`config.mk`:
```
export PLATFORM = sky130hd
export DESIGN_NAME = asrw_receiver
export DESIGN_NICKNAME = d
export VERILOG_FILES = /design/src/rtl/asrw_pkg.sv /design/src/rtl/asrw_receiver.sv
export VERILOG_INCLUDE_DIRS = /design/src /design/src/rtl
export SDC_FILE = /design/constraint.sdc
export NUM_CORES = 1
export LEC_CHECK = 0
export ABC_AREA = 1
export BUFFER_PORTS_ARGS = -buffer_cell sky130_fd_sc_hd__buf_4
export CAP_MARGIN = 25
export CORE_MARGIN = 2
export CORE_UTILIZATION = 50
export DETAILED_ROUTE_END_ITERATION = 12
export GPL_ROUTABILITY_DRIVEN = 0
export PLACE_DENSITY = 0.7
export SYNTH_ARGS = -nofsm -noshare
export SYNTH_HDL_FRONTEND = slang
export SYNTH_SLANG_ARGS = --single-unit
export TNS_END_PERCENT = 10
```
`constraint.sdc`:
```
create_clock -name pclk -period 3.54 [get_ports pclk]
set_input_delay 1.062 -clock pclk [delete_from_list [all_inputs] [get_ports pclk]]
set_output_delay 1.062 -clock pclk [all_outputs]
set_load 0.02 [all_outputs]
```
`src/rtl/asrw_regs.svh`:
```
// register offsets, field positions and reset values for the receiver
`ifndef ASRW_REGS_SVH
`define ASRW_REGS_SVH
// byte offsets on the apb bus
`define ASRW_RCSTA_OFF 8'h00
`define ASRW_RXDATA_OFF 8'h04
`define ASRW_TXSTA_OFF 8'h08
`define ASRW_BAUDCON_OFF 8'h0C
`define ASRW_HIGH_SPEED_BAUD_SELECT_OFF 8'h10
`define ASRW_BRGL_OFF 8'h14
`define ASRW_IRQ_STAT_OFF 8'h18
`define ASRW_IRQ_MASK_OFF 8'h1C
`define ASRW_CTRL_OFF 8'h20
// receive_status_control fields
`define ASRW_RC_SERIAL_PORT_ON 7
`define ASRW_RC_RX9 6
`define ASRW_RC_CONTINUOUS_RECEIVE_ON 4
`define ASRW_RC_ADDRESS_MATCH_FILTER 3
`define ASRW_RC_FRAMING_ERROR_FLAG 2
`define ASRW_RC_OVERRUN_ERROR_FLAG 1
`define ASRW_RC_RECEIVED_NINTH_BIT 0
// transmit_status_control fields
`define ASRW_TX_SYNC 4
`define ASRW_TX_HIGH_SPEED_BAUD_SELECT 2
// baud_control fields
`define ASRW_BC_RCIDL 6
`define ASRW_BC_WIDE_BAUD_DIVISOR_SELECT 3
`define ASRW_BC_WUE 1
// interrupt status bits
`define ASRW_IRQ_RX 0
`define ASRW_IRQ_WAKE 1
`define ASRW_IRQ_ERR 2
// reset values and x16 oversample factor
`define ASRW_RC_RST 8'h00
`define ASRW_TX_RST 8'h02
`define ASRW_BC_RST 8'h40
`define ASRW_OVS 16
`endif

```
`src/rtl/asrw_pkg.sv`:
```
// types shared by the serial receiver
package asrw_pkg;
	typedef enum logic [1:0] {
		ASRW_IDLE,
		ASRW_START,
		ASRW_DATA,
		ASRW_STOP
	} asrw_state_t;
	typedef enum logic [1:0] {
		ASRW_WK_OFF,
		ASRW_WK_ARMED,
		ASRW_WK_LOW
	} asrw_wake_t;
endpackage : asrw_pkg

```
`src/rtl/asrw_receiver.sv`:
```
// asynchronous serial receiver with address filter and wake on edge
`timescale 1ns/1ps
`include "asrw_regs.svh"

module asrw_receiver (
	// clock and reset
	input wire logic pclk,
	input wire logic presetn,
	// apb slave
	input wire logic psel,
	input wire logic penable,
	input wire logic pwrite,
	input wire logic [7:0] paddr,
	input wire logic [31:0] pwdata,
	output logic [31:0] prdata,
	output logic pready,
	output logic pslverr,
	// serial line and power state
	input wire logic serial_in_pin,
	input wire logic sleep_mode,
	// interrupt
	output logic irq
);
	logic [7:0] rcsta_q, txsta_q, baudcon_q, high_speed_baud_select_q, brgl_q;
	logic [2:0] irq_stat_q, irq_mask_q;
	logic receive_irq_enable_q;
	logic [7:0] rxdata_q;
	logic received_ninth_bit_q, framing_error_flag_q, overrun_error_flag_q, receive_flag_q, wake_flag_q;
	logic rx_s1_q, rx_s2_q, rx_prev_q;
	logic [15:0] brg_cnt_q;
	logic [5:0] pre_cnt_q;
	logic tick16;
	logic [3:0] os_cnt_q;
	logic [3:0] bit_idx_q;
	logic [8:0] shift_q;
	asrw_pkg::asrw_state_t state_q;
	asrw_pkg::asrw_wake_t wake_q;
	logic rx_on, wake_on, rd_data, wr_en, rd_en;
	logic char_done, char_ok, char_keep, rx_fall, rx_rise;
	logic [3:0] nbits;
	logic [5:0] pre_max;

	assign wr_en = psel && penable && pwrite;
	assign rd_en = psel && penable && !pwrite;
	assign rd_data = rd_en && (paddr == `ASRW_RXDATA_OFF);
	assign wake_on = baudcon_q[`ASRW_BC_WUE];
	assign rx_on = rcsta_q[`ASRW_RC_SERIAL_PORT_ON] && !txsta_q[`ASRW_TX_SYNC] &&
		rcsta_q[`ASRW_RC_CONTINUOUS_RECEIVE_ON] && !sleep_mode && !wake_on;

	// two-stage sync of the line; stage one read only by stage two
	always_ff @(posedge pclk or negedge presetn) begin
		if (!presetn) begin
			rx_s1_q <= 1'b1;
			rx_s2_q <= 1'b1;
			rx_prev_q <= 1'b1;
		end else begin
			rx_s1_q <= serial_in_pin;
			rx_s2_q <= rx_s1_q;
			rx_prev_q <= rx_s2_q;
		end
	end
	assign rx_fall = rx_prev_q && !rx_s2_q;
	assign rx_rise = !rx_prev_q && rx_s2_q;

	// prescale picks x16 tick from divisor and select bits
	always_comb begin
		unique case ({baudcon_q[`ASRW_BC_WIDE_BAUD_DIVISOR_SELECT], txsta_q[`ASRW_TX_HIGH_SPEED_BAUD_SELECT]})
			2'b00: pre_max = 6'd3;
			2'b11: pre_max = 6'd0;
			default: pre_max = 6'd1;
		endcase
	end
	// divisor counter then prescaler; tick is one x16 sample slot
	always_ff @(posedge pclk or negedge presetn) begin
		if (!presetn) begin
			brg_cnt_q <= 16'h0000;
			pre_cnt_q <= 6'h00;
		end else if (!rx_on || (state_q == asrw_pkg::ASRW_IDLE)) begin
			brg_cnt_q <= 16'h0000;
			pre_cnt_q <= 6'h00;
		end else if (brg_cnt_q >= {(baudcon_q[`ASRW_BC_WIDE_BAUD_DIVISOR_SELECT] ?
				high_speed_baud_select_q : 8'h00), brgl_q}) begin
			brg_cnt_q <= 16'h0000;
			pre_cnt_q <= (pre_cnt_q >= pre_max) ? 6'h00 : pre_cnt_q + 6'd1;
		end else begin
			brg_cnt_q <= brg_cnt_q + 16'd1;
		end
	end
	assign tick16 = rx_on && (state_q != asrw_pkg::ASRW_IDLE) &&
		(brg_cnt_q >= {(baudcon_q[`ASRW_BC_WIDE_BAUD_DIVISOR_SELECT] ? high_speed_baud_select_q : 8'h00),
		brgl_q}) && (pre_cnt_q >= pre_max);

	// nine bits when ninth-bit receive set
	assign nbits = rcsta_q[`ASRW_RC_RX9] ? 4'd9 : 4'd8;

	always_ff @(posedge pclk or negedge presetn) begin
		if (!presetn) begin
			state_q <= asrw_pkg::ASRW_IDLE;
			os_cnt_q <= 4'h0;
			bit_idx_q <= 4'h0;
			shift_q <= 9'h000;
		end else if (!rx_on) begin
			state_q <= asrw_pkg::ASRW_IDLE;
		end else begin
			unique case (state_q)
				asrw_pkg::ASRW_IDLE: begin
					os_cnt_q <= 4'h0;
					if (!rx_s2_q) begin
						state_q <= asrw_pkg::ASRW_START;
					end
				end
				asrw_pkg::ASRW_START: if (tick16) begin
					os_cnt_q <= os_cnt_q + 4'd1;
					// mid start bit: reject glitch or begin data
					if (os_cnt_q == 4'd7) begin
						os_cnt_q <= 4'h0;
						bit_idx_q <= 4'h0;
						state_q <= rx_s2_q ? asrw_pkg::ASRW_IDLE :
							asrw_pkg::ASRW_DATA;
					end
				end
				asrw_pkg::ASRW_DATA: if (tick16) begin
					os_cnt_q <= os_cnt_q + 4'd1;
					if (os_cnt_q == 4'd15) begin
						// lsb first into the top, shifted down
						shift_q <= {rx_s2_q, shift_q[8:1]};
						bit_idx_q <= bit_idx_q + 4'd1;
						if (bit_idx_q == nbits - 4'd1) begin
							state_q <= asrw_pkg::ASRW_STOP;
						end
					end
				end
				asrw_pkg::ASRW_STOP: if (tick16) begin
					os_cnt_q <= os_cnt_q + 4'd1;
					if (os_cnt_q == 4'd15) begin
						state_q <= asrw_pkg::ASRW_IDLE;
					end
				end
			endcase
		end
	end
	assign char_done = tick16 && (state_q == asrw_pkg::ASRW_STOP) &&
		(os_cnt_q == 4'd15);
	// filter only with nine bits and filter set
	assign char_ok = !(rcsta_q[`ASRW_RC_RX9] && rcsta_q[`ASRW_RC_ADDRESS_MATCH_FILTER] &&
		!(rcsta_q[`ASRW_RC_RX9] ? shift_q[8] : 1'b0));
	assign char_keep = char_done && char_ok;

	// receive buffer and error flags; overrun keeps old data
	always_ff @(posedge pclk or negedge presetn) begin
		if (!presetn) begin
			rxdata_q <= 8'h00;
			received_ninth_bit_q <= 1'b0;
			framing_error_flag_q <= 1'b0;
			overrun_error_flag_q <= 1'b0;
		end else if (!rcsta_q[`ASRW_RC_CONTINUOUS_RECEIVE_ON]) begin
			framing_error_flag_q <= 1'b0;
			overrun_error_flag_q <= 1'b0;
		end else if (char_keep) begin
			if (receive_flag_q && !rd_data) begin
				overrun_error_flag_q <= 1'b1;
			end else begin
				rxdata_q <= rcsta_q[`ASRW_RC_RX9] ? shift_q[7:0] :
					shift_q[8:1];
				// ninth bit kept for status read
				received_ninth_bit_q <= rcsta_q[`ASRW_RC_RX9] ? shift_q[8] : 1'b0;
				framing_error_flag_q <= !rx_s2_q;
			end
		end
	end

	// enable arms, falling edge wakes, rising edge clears enable
	always_ff @(posedge pclk or negedge presetn) begin
		if (!presetn) begin
			wake_q <= asrw_pkg::ASRW_WK_OFF;
		end else if (!wake_on) begin
			wake_q <= asrw_pkg::ASRW_WK_OFF;
		end else begin
			unique case (wake_q)
				asrw_pkg::ASRW_WK_OFF: wake_q <= asrw_pkg::ASRW_WK_ARMED;
				asrw_pkg::ASRW_WK_ARMED: if (rx_fall) begin
					wake_q <= asrw_pkg::ASRW_WK_LOW;
				end
				asrw_pkg::ASRW_WK_LOW: if (rx_rise) begin
					wake_q <= asrw_pkg::ASRW_WK_OFF;
				end
				default: wake_q <= asrw_pkg::ASRW_WK_OFF;
			endcase
		end
	end

	// flag set per char; set beats clear
	always_ff @(posedge pclk or negedge presetn) begin
		if (!presetn) begin
			receive_flag_q <= 1'b0;
			wake_flag_q <= 1'b0;
		end else begin
			if (char_keep && !(receive_flag_q && !rd_data)) begin
				receive_flag_q <= 1'b1;
			end else if (wake_on && wake_q == asrw_pkg::ASRW_WK_ARMED &&
					rx_fall) begin
				receive_flag_q <= 1'b1;
				wake_flag_q <= 1'b1;
			end else if (rd_data) begin
				receive_flag_q <= 1'b0;
				wake_flag_q <= 1'b0;
			end
		end
	end

	// control registers written by software
	always_ff @(posedge pclk or negedge presetn) begin
		if (!presetn) begin
			rcsta_q <= `ASRW_RC_RST;
			txsta_q <= `ASRW_TX_RST;
			baudcon_q <= `ASRW_BC_RST;
			high_speed_baud_select_q <= 8'h00;
			brgl_q <= 8'h00;
			irq_mask_q <= 3'h0;
			receive_irq_enable_q <= 1'b0;
		end else begin
			if (wr_en) begin
				unique case (paddr)
					`ASRW_RCSTA_OFF: rcsta_q <= pwdata[7:0];
					`ASRW_TXSTA_OFF: txsta_q <= pwdata[7:0];
					`ASRW_BAUDCON_OFF: baudcon_q <= pwdata[7:0];
					`ASRW_HIGH_SPEED_BAUD_SELECT_OFF: high_speed_baud_select_q <= pwdata[7:0];
					`ASRW_BRGL_OFF: brgl_q <= pwdata[7:0];
					`ASRW_IRQ_MASK_OFF: irq_mask_q <= pwdata[2:0];
					`ASRW_CTRL_OFF: receive_irq_enable_q <= pwdata[0];
					default: ;
				endcase
			end
			// hardware clear wins over a write
			if (wake_q == asrw_pkg::ASRW_WK_LOW && rx_rise) begin
				baudcon_q[`ASRW_BC_WUE] <= 1'b0;
			end
		end
	end

	// sticky events, write one to clear, set wins
	always_ff @(posedge pclk or negedge presetn) begin
		if (!presetn) begin
			irq_stat_q <= 3'h0;
		end else begin
			irq_stat_q <= (irq_stat_q & ~((wr_en &&
				paddr == `ASRW_IRQ_STAT_OFF) ? pwdata[2:0] : 3'h0)) |
				{char_done && overrun_error_flag_q == 1'b0 && !rx_s2_q,
				wake_q == asrw_pkg::ASRW_WK_ARMED && rx_fall,
				char_keep};
		end
	end
	// irq from masked status, or from receive flag with the receive enable
	assign irq = (|(irq_stat_q & irq_mask_q)) ||
		(receive_flag_q && receive_irq_enable_q);

	// read mux; status bits are live, reserved read zero
	always_ff @(posedge pclk or negedge presetn) begin
		if (!presetn) begin
			prdata <= 32'h0000_0000;
		end else if (psel && !penable && !pwrite) begin
			unique case (paddr)
				`ASRW_RCSTA_OFF: prdata <= {24'h0, rcsta_q[7:3], framing_error_flag_q,
					overrun_error_flag_q, received_ninth_bit_q};
				`ASRW_RXDATA_OFF: prdata <= {24'h0, rxdata_q};
				`ASRW_TXSTA_OFF: prdata <= {24'h0, txsta_q};
				`ASRW_BAUDCON_OFF: prdata <= {24'h0, baudcon_q[7],
					state_q == asrw_pkg::ASRW_IDLE, baudcon_q[5:3],
					1'b0, baudcon_q[1:0]};
				`ASRW_HIGH_SPEED_BAUD_SELECT_OFF: prdata <= {24'h0, high_speed_baud_select_q};
				`ASRW_BRGL_OFF: prdata <= {24'h0, brgl_q};
				`ASRW_IRQ_STAT_OFF: prdata <= {29'h0, irq_stat_q};
				`ASRW_IRQ_MASK_OFF: prdata <= {29'h0, irq_mask_q};
				`ASRW_CTRL_OFF: prdata <= {30'h0, wake_flag_q,
					receive_irq_enable_q};
				default: prdata <= 32'h0000_0000;
			endcase
		end
	end
	// one-cycle access phase; unmapped reads zero with slverr
	assign pready = 1'b1;
	assign pslverr = psel && penable && (paddr > `ASRW_CTRL_OFF ||
		paddr[1:0] != 2'b00);
endmodule : asrw_receiver

```
==> results of run 1 <==
[worst max path at each step]
stage	start	endpoint	slack, ns
after detailed placement	paddr[1]	pslverr	0.29
after global placement	paddr[1]	pslverr	0.39
after floorplan	paddr[1]	pslverr	0.69
after CTS	paddr[1]	pslverr	0.29
final	paddr[1]	pslverr	0.27
after global routing	paddr[1]	pslverr	0.18
[layout by cell type, fill, tap and decap left out, types with 3 or more instances in the layout]
| cell | instances |
|---|---|
| nand2_1 | 208 |
| dfrtp_1 | 105 |
| inv_1 | 82 |
| o21ai_0 | 46 |
| nor2_1 | 46 |
| nand3_1 | 33 |
| buf_4 | 32 |
| o21ai_1 | 27 |
| a21oi_1 | 25 |
| conb_1 | 25 |
| ha_1 | 22 |
| nor3_1 | 11 |
| nor2_2 | 11 |
| inv_2 | 10 |
| o21ai_2 | 9 |
| clkbuf_16 | 9 |
| nand4_1 | 8 |
| nand2_2 | 8 |
| nor3_2 | 4 |
| xnor2_1 | 4 |
| inv_8 | 4 |
| dfstp_2 | 4 |
| a211oi_1 | 3 |
| a221oi_1 | 3 |
| a31oi_1 | 3 |
| xor2_1 | 3 |
| nor2_4 | 3 |
| nand3_2 | 3 |
[layer usage]
layer  share of wire [%]  track usage (%)
met1                  46            30.51
met2                  46            34.58
met3                 6.4            5.570
met4                 2.2            7.398
met5                   0                0
[area by class of cell]
type                       instances  area, µm²  share of cell area [%]
timing repair buffer              33      260.3                   3.979
inverter                          93      349.1                   5.338
multi-input combinational        522       2680                   40.98
clock buffer                       9      225.2                   3.444
clock inverter                     7      113.9                   1.741
sequential                       109       2733                   41.78
tap                              143      178.9                   2.736
[power by group through the flow]
stage                     sequential, mW  clock (mW)  combinational, mW
after floorplan                     1.31           0              0.109
after global placement              1.31           0              0.153
after detailed placement            1.31           0              0.156
after CTS                           1.29        1.16              0.157
after global routing                1.29        1.21              0.179
final                               1.29        1.14              0.155
[cell families (layout without fill, tap and decap cells)]
family | after synthesis | in the layout
xor gates and xnor gates | 7 | 7
AOI/OAI and AO/OA | 122 | 122
other | 2 | 25
and+or+nand+nor | 346 | 346
buffers and inverters | 130 | 142
DFF | 109 | 109
adders and majority gates | 22 | 22
[critical path, cell delays in order]
cell	delay [ns]
buf_4	0.11
nor2_1	0.17
nand3_1	0.17
nor2_1	0.28
inv_1	0.10
nand2_1	0.09
a21oi_1	0.06
buf_4	0.16
[stage by stage]
stage	setup WS [ns]	hold slack (ns)
after floorplan	0.6934	0.3452
after global placement	0.3949	0.3461
after detailed placement	0.2940	0.3490
after CTS	0.2871	0.3597
after global routing	0.1847	0.3625
final	0.2668	0.3594
[registers in the layout, indices dropped and copies added, names as in the netlist, 4 cells and up]
name,cells
baudcon_q,6
bit_idx_q,4
brg_cnt_q,16
brgl_q,8
high_speed_baud_select_q,8
os_cnt_q,4
prdata,8
pre_cnt_q,6
rcsta_q,5
rxdata_q,8
shift_q,9
txsta_q,8
==> qor.csv, run 1 <==
metric,value,unit
"Net count, final",837,
Ports,82,
fmax,0.3055,GHz
"count leader, synth",nand2_1,
Post-CTS Resized,0,
Mapped Area,0.005936,mm²
Gate power share,6.0,%
run status,"complete, but fails checks",
post-layout min period,3.273,ns
Clock Pin Slew Worst Setup and Hold Paths,0.07,ns
number of cells in the finished layout apart from fillers,916,
WP data required,2.48,ns
Sink Count,109,
TritonRoute pass-1 iters,9,
Worst Skew,0.009192,ns
largest net degree at the start of global routing,63,
Unique masters post-synth,43,
n_diodes,0,
Tot Pwr,2.578,mW
WS Path Type,in2out,
internal power,1.952,mW
share of layout cells above drive strength 1,13.84,%
Synth Area in Adders,4.637,%
Initial DRC Count,325,
Post-synth ARST share,100.0,%
HPWL Detailed,9746,µm
die area,0.01276,mm²
Root Driver,clkbuf_16,
Inst Count DP,900,
CP Capture Type,output port,
setup bufs post-CTS,0,
worst-case clock buffer depth,2,
Placed Instance Area,0.006201,mm²
fin util,56.79,%
final setup vio count,0,
part of the Yosys area used for sequential elements,46.04,%
Core ar.,0.01152,mm²
Post-Syn Instances,738,
first-pass GRT wire length,22330,µm
die extent in x,113.0,µm
sw frac,24.29,%
Pwr Density,394.2,mW/mm²
Inserted Clock Buffers,9,
WL final,13090,µm
crit-path max FO,4,
period utilization,92.46,%
Tot GR Track Use,22.16,%
Final Instance Area,0.006540,mm²
via count,4809,
top-area cell type share of the netlist area,44.27,%
clk_lat worst skew,0.36,ns
number of flops mapped to enable cells by yosys,0,
Site Rows,39,
Post-synth top cells,"nand2_1, dfrtp_1, inv_1",
cell taking the most area after synthesis,dfrtp_1,
TritonCTS clock tree,built,
Worst R2R Path Depth,11,
average cell area after synthesis,8.043,µm²
startpoint types,primary input,
Arrival @ worst endpoint,2.21,ns
worst min-delay path startpoint,rx_s1_q,
Filler Cell Count,1058,
r2r startpoint,baudcon_q[3],
largest family of logic cells by synthesized area,simple AND/OR/NAND/NOR gates,
via/cell ratio,5.250,
Synth area leaders,"dfrtp_1, nand2_1, inv_1",
RSZ-0062 raised after global routing,false,
Hold Crit Endpoint,rx_s2_q,
hold path cells,0,
initial antenna violation count,0,
max-cap violations,0,
HP Class,reg2reg,
Final ANT Viol Nets,0,
Syn-to-layout area delta,10.18,%
vias in the first global route,4617,
Fin. Hold Viols,0,
DR DRC count,8,
Simple-Gate Fraction of Synth Area,26.35,%
Compound-Gate Fraction of Synth Area,11.55,%
normalized max-slew margin,58.40,%
Port Buffers,32,
failing checks,design-rule violations,
P_leak,3.161,nW
Initial Util,51.54,%
worst slew pin tran,0.6240,ns
Peak VDD IR,0.3164,mV
Sw Pwr,0.6264,mW
Synthesis Warnings,0,
clock network power share,44.1,%
setup_tns,0,ns
"Hold-fix buffers, CTS",0,
multiplexer share of the synthesized area,0,%
Final Max Slew Viols,0,
total grt overflow,0,
flop-to-flop setup slack,0.79,ns
XOR/XNOR Fraction of Synth Area,1.033,%
H-tree lvl count,3,
worst flop-to-flop path endpoint,rxdata_q[1],
sequential share of power,49.9,%
Die Ht,113.0,µm
"Primary FF master, synth",dfrtp_1,
Synth Register Bits,109,
WL/cell,14.29,µm
Note: power is estimated with default switching activity, not from simulation.
==> inputs of run 2 (changes only) <==
--- a/config.mk
+++ b/config.mk
@@ -10,10 +10,10 @@
 export BUFFER_PORTS_ARGS = -buffer_cell sky130_fd_sc_hd__buf_4
 export CAP_MARGIN = 25
 export CORE_MARGIN = 2
-export CORE_UTILIZATION = 50
+export CORE_UTILIZATION = 60
 export DETAILED_ROUTE_END_ITERATION = 12
 export GPL_ROUTABILITY_DRIVEN = 0
-export PLACE_DENSITY = 0.7
+export PLACE_DENSITY = 0.82
 export SYNTH_ARGS = -nofsm -noshare
 export SYNTH_HDL_FRONTEND = slang
 export SYNTH_SLANG_ARGS = --single-unit
==> run 2 against run 1 <==
Compared with the run above: the run now ends clean; cell count fell by 1.1%; register-to-register slack improved by 0.11 ns; sequential power barely moved; critical endpoint unchanged.
==> qor.csv, run 2 (synthesized netlist as in run 1, its figures left out) <==
metric,value,unit,change
worst flop-to-flop path endpoint,rxdata_q[5],,
"Hold-fix buffers, CTS",0,,unchanged
Placed Instance Area,0.006188,mm²,-0.20%
Initial DRC Count,348,,+7.1%
fin util,66.07,%,+9.3 points
final setup vio count,0,,unchanged
worst-case clock buffer depth,2,,unchanged
HP Class,reg2reg,,
H-tree lvl count,3,,unchanged
Pwr Density,346.1,mW/mm²,-12%
"commonest non-fill, non-tap cells in the layout","nand2_1, dfrtp_1, inv_1",,
total grt overflow,0,,unchanged
share of layout cells above drive strength 1,13.84,%,unchanged
worst min-delay path startpoint,rx_s1_q,,
n_diodes,0,,unchanged
Regs by FF count,"brg_cnt_q (16), shift_q (9)",,
Post-CTS Resized,0,,unchanged
worst slew pin tran,0.6142,ns,-0.009827 ns
setup bufs post-CTS,0,,unchanged
Fin. Hold Viols,0,,unchanged
via count,4928,,+2.5%
Hold Crit Endpoint,rx_s2_q,,
Sink Count,109,,unchanged
"leading cell type in the layout, fill and taps excluded",nand2_1,,
Filler Cell Count,812,,-23%
RSZ-0062 raised after global routing,false,,
Root Driver,clkbuf_8,,
Clock Pin Slew Worst Setup and Hold Paths,0.12,ns,+0.05 ns
Tot GR Track Use,26.85,%,+4.7 points
crit-path max FO,4,,unchanged
WS Path Type,in2out,,
first-pass GRT wire length,21910,µm,-1.9%
Port Buffers,32,,unchanged
Worst Skew,0.01751,ns,+0.008318 ns
Final ANT Viol Nets,0,,unchanged
Arrival @ worst endpoint,2.20,ns,about the same
TritonRoute pass-1 iters,5,,-4
hold path cells,0,,unchanged
"Net count, final",837,,unchanged
Initial Util,61.29,%,+9.7 points
setup_tns,0,ns,unchanged
fmax,0.3068,GHz,+0.41%
WL/cell,14.43,µm,+0.96%
largest net degree at the start of global routing,76,,+21%
r2r startpoint,baudcon_q[3],,
via/cell ratio,5.439,,+3.6%
Worst R2R Path Depth,11,,unchanged
Syn-to-layout area delta,7.799,%,
P_leak,3.098,nW,-2.0%
Site Rows,36,,-7.7%
Final Instance Area,0.006399,mm²,-2.2%
CP Capture Type,output port,,
flop-to-flop setup slack,0.90,ns,+0.11 ns
Ports,82,,unchanged
most flop-heavy register,brg_cnt_q,,
run status,"finished, final reports clean",,
startpoint types,primary input,,
post-layout min period,3.260,ns,-0.01342 ns
Die Ht,103.5,µm,-8.4%
clk_lat worst skew,0.39,ns,+0.03 ns
max-cap violations,0,,unchanged
vias in the first global route,4572,,-0.97%
Largest register FFs,16,,unchanged
WL final,13070,µm,-0.15%
Tot Pwr,2.214,mW,-14%
die extent in x,103.5,µm,-8.4%
period utilization,92.08,%,-0.38 points
initial antenna violation count,0,,unchanged
normalized max-slew margin,59.05,%,+0.66 points
Inserted Clock Buffers,9,,unchanged
TritonCTS clock tree,built,,
die area,0.01070,mm²,-16%
DR DRC count,0,,-8
Final Max Slew Viols,0,,unchanged
WP data required,2.48,ns,about the same
Peak VDD IR,0.2375,mV,-25%
HPWL Detailed,9700,µm,-0.47%
Core ar.,0.009684,mm²,-16%
[run 2: cell count changes in the layout (fill, tap and decap cells not counted)]
| cell | before | now |
|---|---|---|
| inv_8 | 4 | 1 |
| clkbuf_16 | 9 | 0 |
| inv_6 | 0 | 3 |
| clkinv_8 | 0 | 3 |
| clkbuf_8 | 0 | 9 |
| clkinv_4 | 1 | 0 |
| bufinv_16 | 2 | 0 |
[run 2: how the worst max path moves through the flow]
stage | from | endpoint
final | paddr[1] | pslverr
after global routing | paddr[1] | pslverr
after CTS | paddr[1] | pslverr
after detailed placement | paddr[1] | pslverr
after global placement | paddr[1] | pslverr
after floorplan | paddr[1] | pslverr
[run 2: final cells by class]
class / count / area, µm² / area share (%)
clock buffers: 9 / 123.9 / 1.936
inverters: 93 / 349.1 / 5.456
clock inverters: 7 / 86.33 / 1.349
multi-input cells: 522 / 2680 / 41.88
well taps: 133 / 166.4 / 2.601
flip-flops and latches: 109 / 2733 / 42.71
repair buffers: 33 / 260.3 / 4.067
[run 2: through the flow]
stage	setup WS (ns)	hold slack, ns	std cells
finish	0.2803	0.3640	906
global route	0.1543	0.3745	906
CTS	0.3102	0.3652	906
detailed placement	0.3139	0.3472	890
global placement	0.3917	0.3458	890
floorplan	0.6934	0.3452	761
[run 2: power by group]
group / leakage, nW / switching [mW] / total (mW) / internal, mW
combinational: 1.52 / 0.114 / 0.155 / 0.0418
sequential: 1.48 / 0.0164 / 1.29 / 1.27
clock: 0.105 / 0.487 / 0.773 / 0.286
total: 3.10 / 0.617 / 2.21 / 1.60
[run 2: critical path, cell delays in order]
cell	delay, ns
buf_4	0.11
nor2_1	0.18
nand3_1	0.16
nor2_1	0.28
inv_1	0.09
nand2_1	0.08
a21oi_1	0.06
buf_4	0.16
[run 2: metal layers]
metal / track usage, % / wire length [µm] / vias to the layer above
met5: 0 / 0 / -
met4: 5.972 / 136 / 0
met3: 6.250 / 1022 / 15
met2: 45.41 / 6441 / 200
met1: 35.48 / 5470 / 2324
li1: - / - / 2389
==> inputs of run 3 (changes only) <==
--- a/config.mk
+++ b/config.mk
@@ -7,13 +7,13 @@
 export NUM_CORES = 1
 export LEC_CHECK = 0
 export ABC_AREA = 1
-export BUFFER_PORTS_ARGS = -buffer_cell sky130_fd_sc_hd__buf_4
 export CAP_MARGIN = 25
 export CORE_MARGIN = 2
 export CORE_UTILIZATION = 60
 export DETAILED_ROUTE_END_ITERATION = 12
+export DONT_BUFFER_PORTS = 1
 export GPL_ROUTABILITY_DRIVEN = 0
-export PLACE_DENSITY = 0.82
+export PLACE_DENSITY = 0.75
 export SYNTH_ARGS = -nofsm -noshare
 export SYNTH_HDL_FRONTEND = slang
 export SYNTH_SLANG_ARGS = --single-unit
==> run 3 against run 2 <==
Compared with the run above: maximum frequency rose by 7.9%; first-iteration DRC count fell by 1.4%; via count fell by 5.4%; sequential share of layout area rose by 1.8 points; non-clock buffer count fell by 33; global-route usage fell by 1.5 points; critical path depth fell by 2; count of clock-buffer cells in the layout did not move; flip-flop and latch count did not move; setup slack improved by 0.24 ns; critical endpoint unchanged.
==> qor.csv, run 3 (synthesized netlist as in run 1, its figures left out) <==
metric,value,unit,change
"leading cell type in the layout, fill and taps excluded",nand2_1,,
Root Driver,clkbuf_8,,
vias in the first global route,4425,,-3.2%
Sink Count,109,,unchanged
Post-CTS Resized,0,,unchanged
Fin. Hold Viols,0,,unchanged
TritonRoute pass-1 iters,5,,unchanged
Arrival @ worst endpoint,1.96,ns,-0.24 ns
startpoint types,primary input,,
first-pass GRT wire length,20840,µm,-4.9%
largest net degree at the start of global routing,110,,+45%
Placed Instance Area,0.005928,mm²,-4.2%
most flop-heavy register,brg_cnt_q,,
Filler Cell Count,849,,+4.6%
HP Class,in2async,,
worst hold slack,0.3472,ns,-0.01683 ns
Tot GR Track Use,25.37,%,-1.5 points
via count,4663,,-5.4%
Worst Skew,0.01286,ns,-0.004649 ns
Regs by FF count,"brg_cnt_q (16), shift_q (9)",,
"Net count, final",804,,-3.9%
WS Path Type,in2out,,
setup bufs post-CTS,0,,unchanged
fin util,63.44,%,-2.6 points
Pwr Density,357.6,mW/mm²,+3.3%
Initial Util,61.29,%,unchanged
Inst Count DP,857,,-3.7%
WP data required,2.48,ns,about the same
final critical-path setup slack,0.5177,ns,+0.2374 ns
Initial DRC Count,343,,-1.4%
"Hold-fix buffers, CTS",0,,unchanged
initial antenna violation count,0,,unchanged
period utilization,85.38,%,-6.7 points
Tot Pwr,2.197,mW,-0.78%
Peak VDD IR,0.2082,mV,-12%
worst-case clock buffer depth,2,,unchanged
Syn-to-layout area delta,3.499,%,
normalized max-slew margin,58.17,%,-0.89 points
"commonest non-fill, non-tap cells in the layout","nand2_1, dfrtp_1, inv_1",,
total grt overflow,0,,unchanged
Largest register FFs,16,,unchanged
crit-path max FO,4,,unchanged
die extent in x,103.5,µm,unchanged
Inserted Clock Buffers,9,,unchanged
Clock Pin Slew Worst Setup and Hold Paths,0.12,ns,about the same
share of layout cells above drive strength 1,10.00,%,-3.8 points
run status,"finished, final reports clean",,
RSZ-0062 raised after global routing,false,,
HPWL Detailed,9319,µm,-3.9%
P_leak,2.933,nW,-5.4%
post-layout min period,3.022,ns,-0.2374 ns
Core ar.,0.009684,mm²,unchanged
Final ANT Viol Nets,0,,unchanged
Final Instance Area,0.006143,mm²,-4.0%
via/cell ratio,5.341,,-1.8%
WL final,12440,µm,-4.8%
setup_tns,0,ns,unchanged
Port Buffers,0,,-100%
final setup vio count,0,,unchanged
n_diodes,0,,unchanged
clk_lat worst skew,0.39,ns,about the same
Ports,82,,unchanged
Post-Place Setup Slack,0.5487,ns,+0.2348 ns
max-cap violations,0,,unchanged
TritonCTS clock tree,built,,
worst slew pin tran,0.6275,ns,+0.01328 ns
CP Capture Type,output port,,
die area,0.01070,mm²,unchanged
Worst R2R Path Depth,11,,unchanged
Final Max Slew Viols,0,,unchanged
WL/cell,14.25,µm,-1.2%
H-tree lvl count,3,,unchanged
Site Rows,36,,unchanged
Die Ht,103.5,µm,unchanged
DR DRC count,0,,unchanged
fmax,0.3309,GHz,+7.9%
number of cells in the finished layout apart from fillers,873,,-3.6%
run 3: changes by cell type in the layout (fill, tap and decap cells not counted):
| cell | before | now |
|---|---|---|
| inv_12 | 0 | 1 |
| buf_12 | 1 | 0 |
| inv_6 | 3 | 1 |
| buf_4 | 32 | 0 |
| inv_8 | 1 | 3 |
| clkinv_8 | 3 | 2 |
run 3: layer usage:
metal / GRT usage, % / share of wire (%) / vias to the layer above
met5: 0 / 0 / -
met4: 8.502 / 1.1 / 0
met3: 4.301 / 5.3 / 12
met2: 40.60 / 48 / 137
met1: 35.33 / 46 / 2191
li1: - / - / 2323
run 3: worst paths after layout:
check	from	end	slack (ns)
min	presetn	prdata[0]	0.35
max reg2reg	baudcon_q[3]	rxdata_q[4]	0.90
min reg2reg	rx_s1_q	rx_s2_q	0.37
max in group asynchronous	presetn	rx_s2_q	2.90
max	paddr[1]	pslverr	0.52
min in group pclk	rx_s1_q	rx_s2_q	0.37
run 3: cell type report:
type	count	area, µm²	share of cell area [%]
sequential	109	2733	44.48
multi-input combinational	522	2680	43.63
inverter	93	349.1	5.682
tap	133	166.4	2.709
clock buffer	9	123.9	2.016
clock inverter	7	91.34	1.487
run 3: power by group:
group	switching, mW	internal, mW
registers	0.0193	1.27
clock network	0.505	0.295
logic	0.0861	0.0229
run 3: worst max-delay path, stage by stage:
cell and delay, ns:
nor2_1 0.17, nand3_1 0.16, nor2_1 0.25, inv_1 0.09, nand2_1 0.07, a21oi_1 0.15
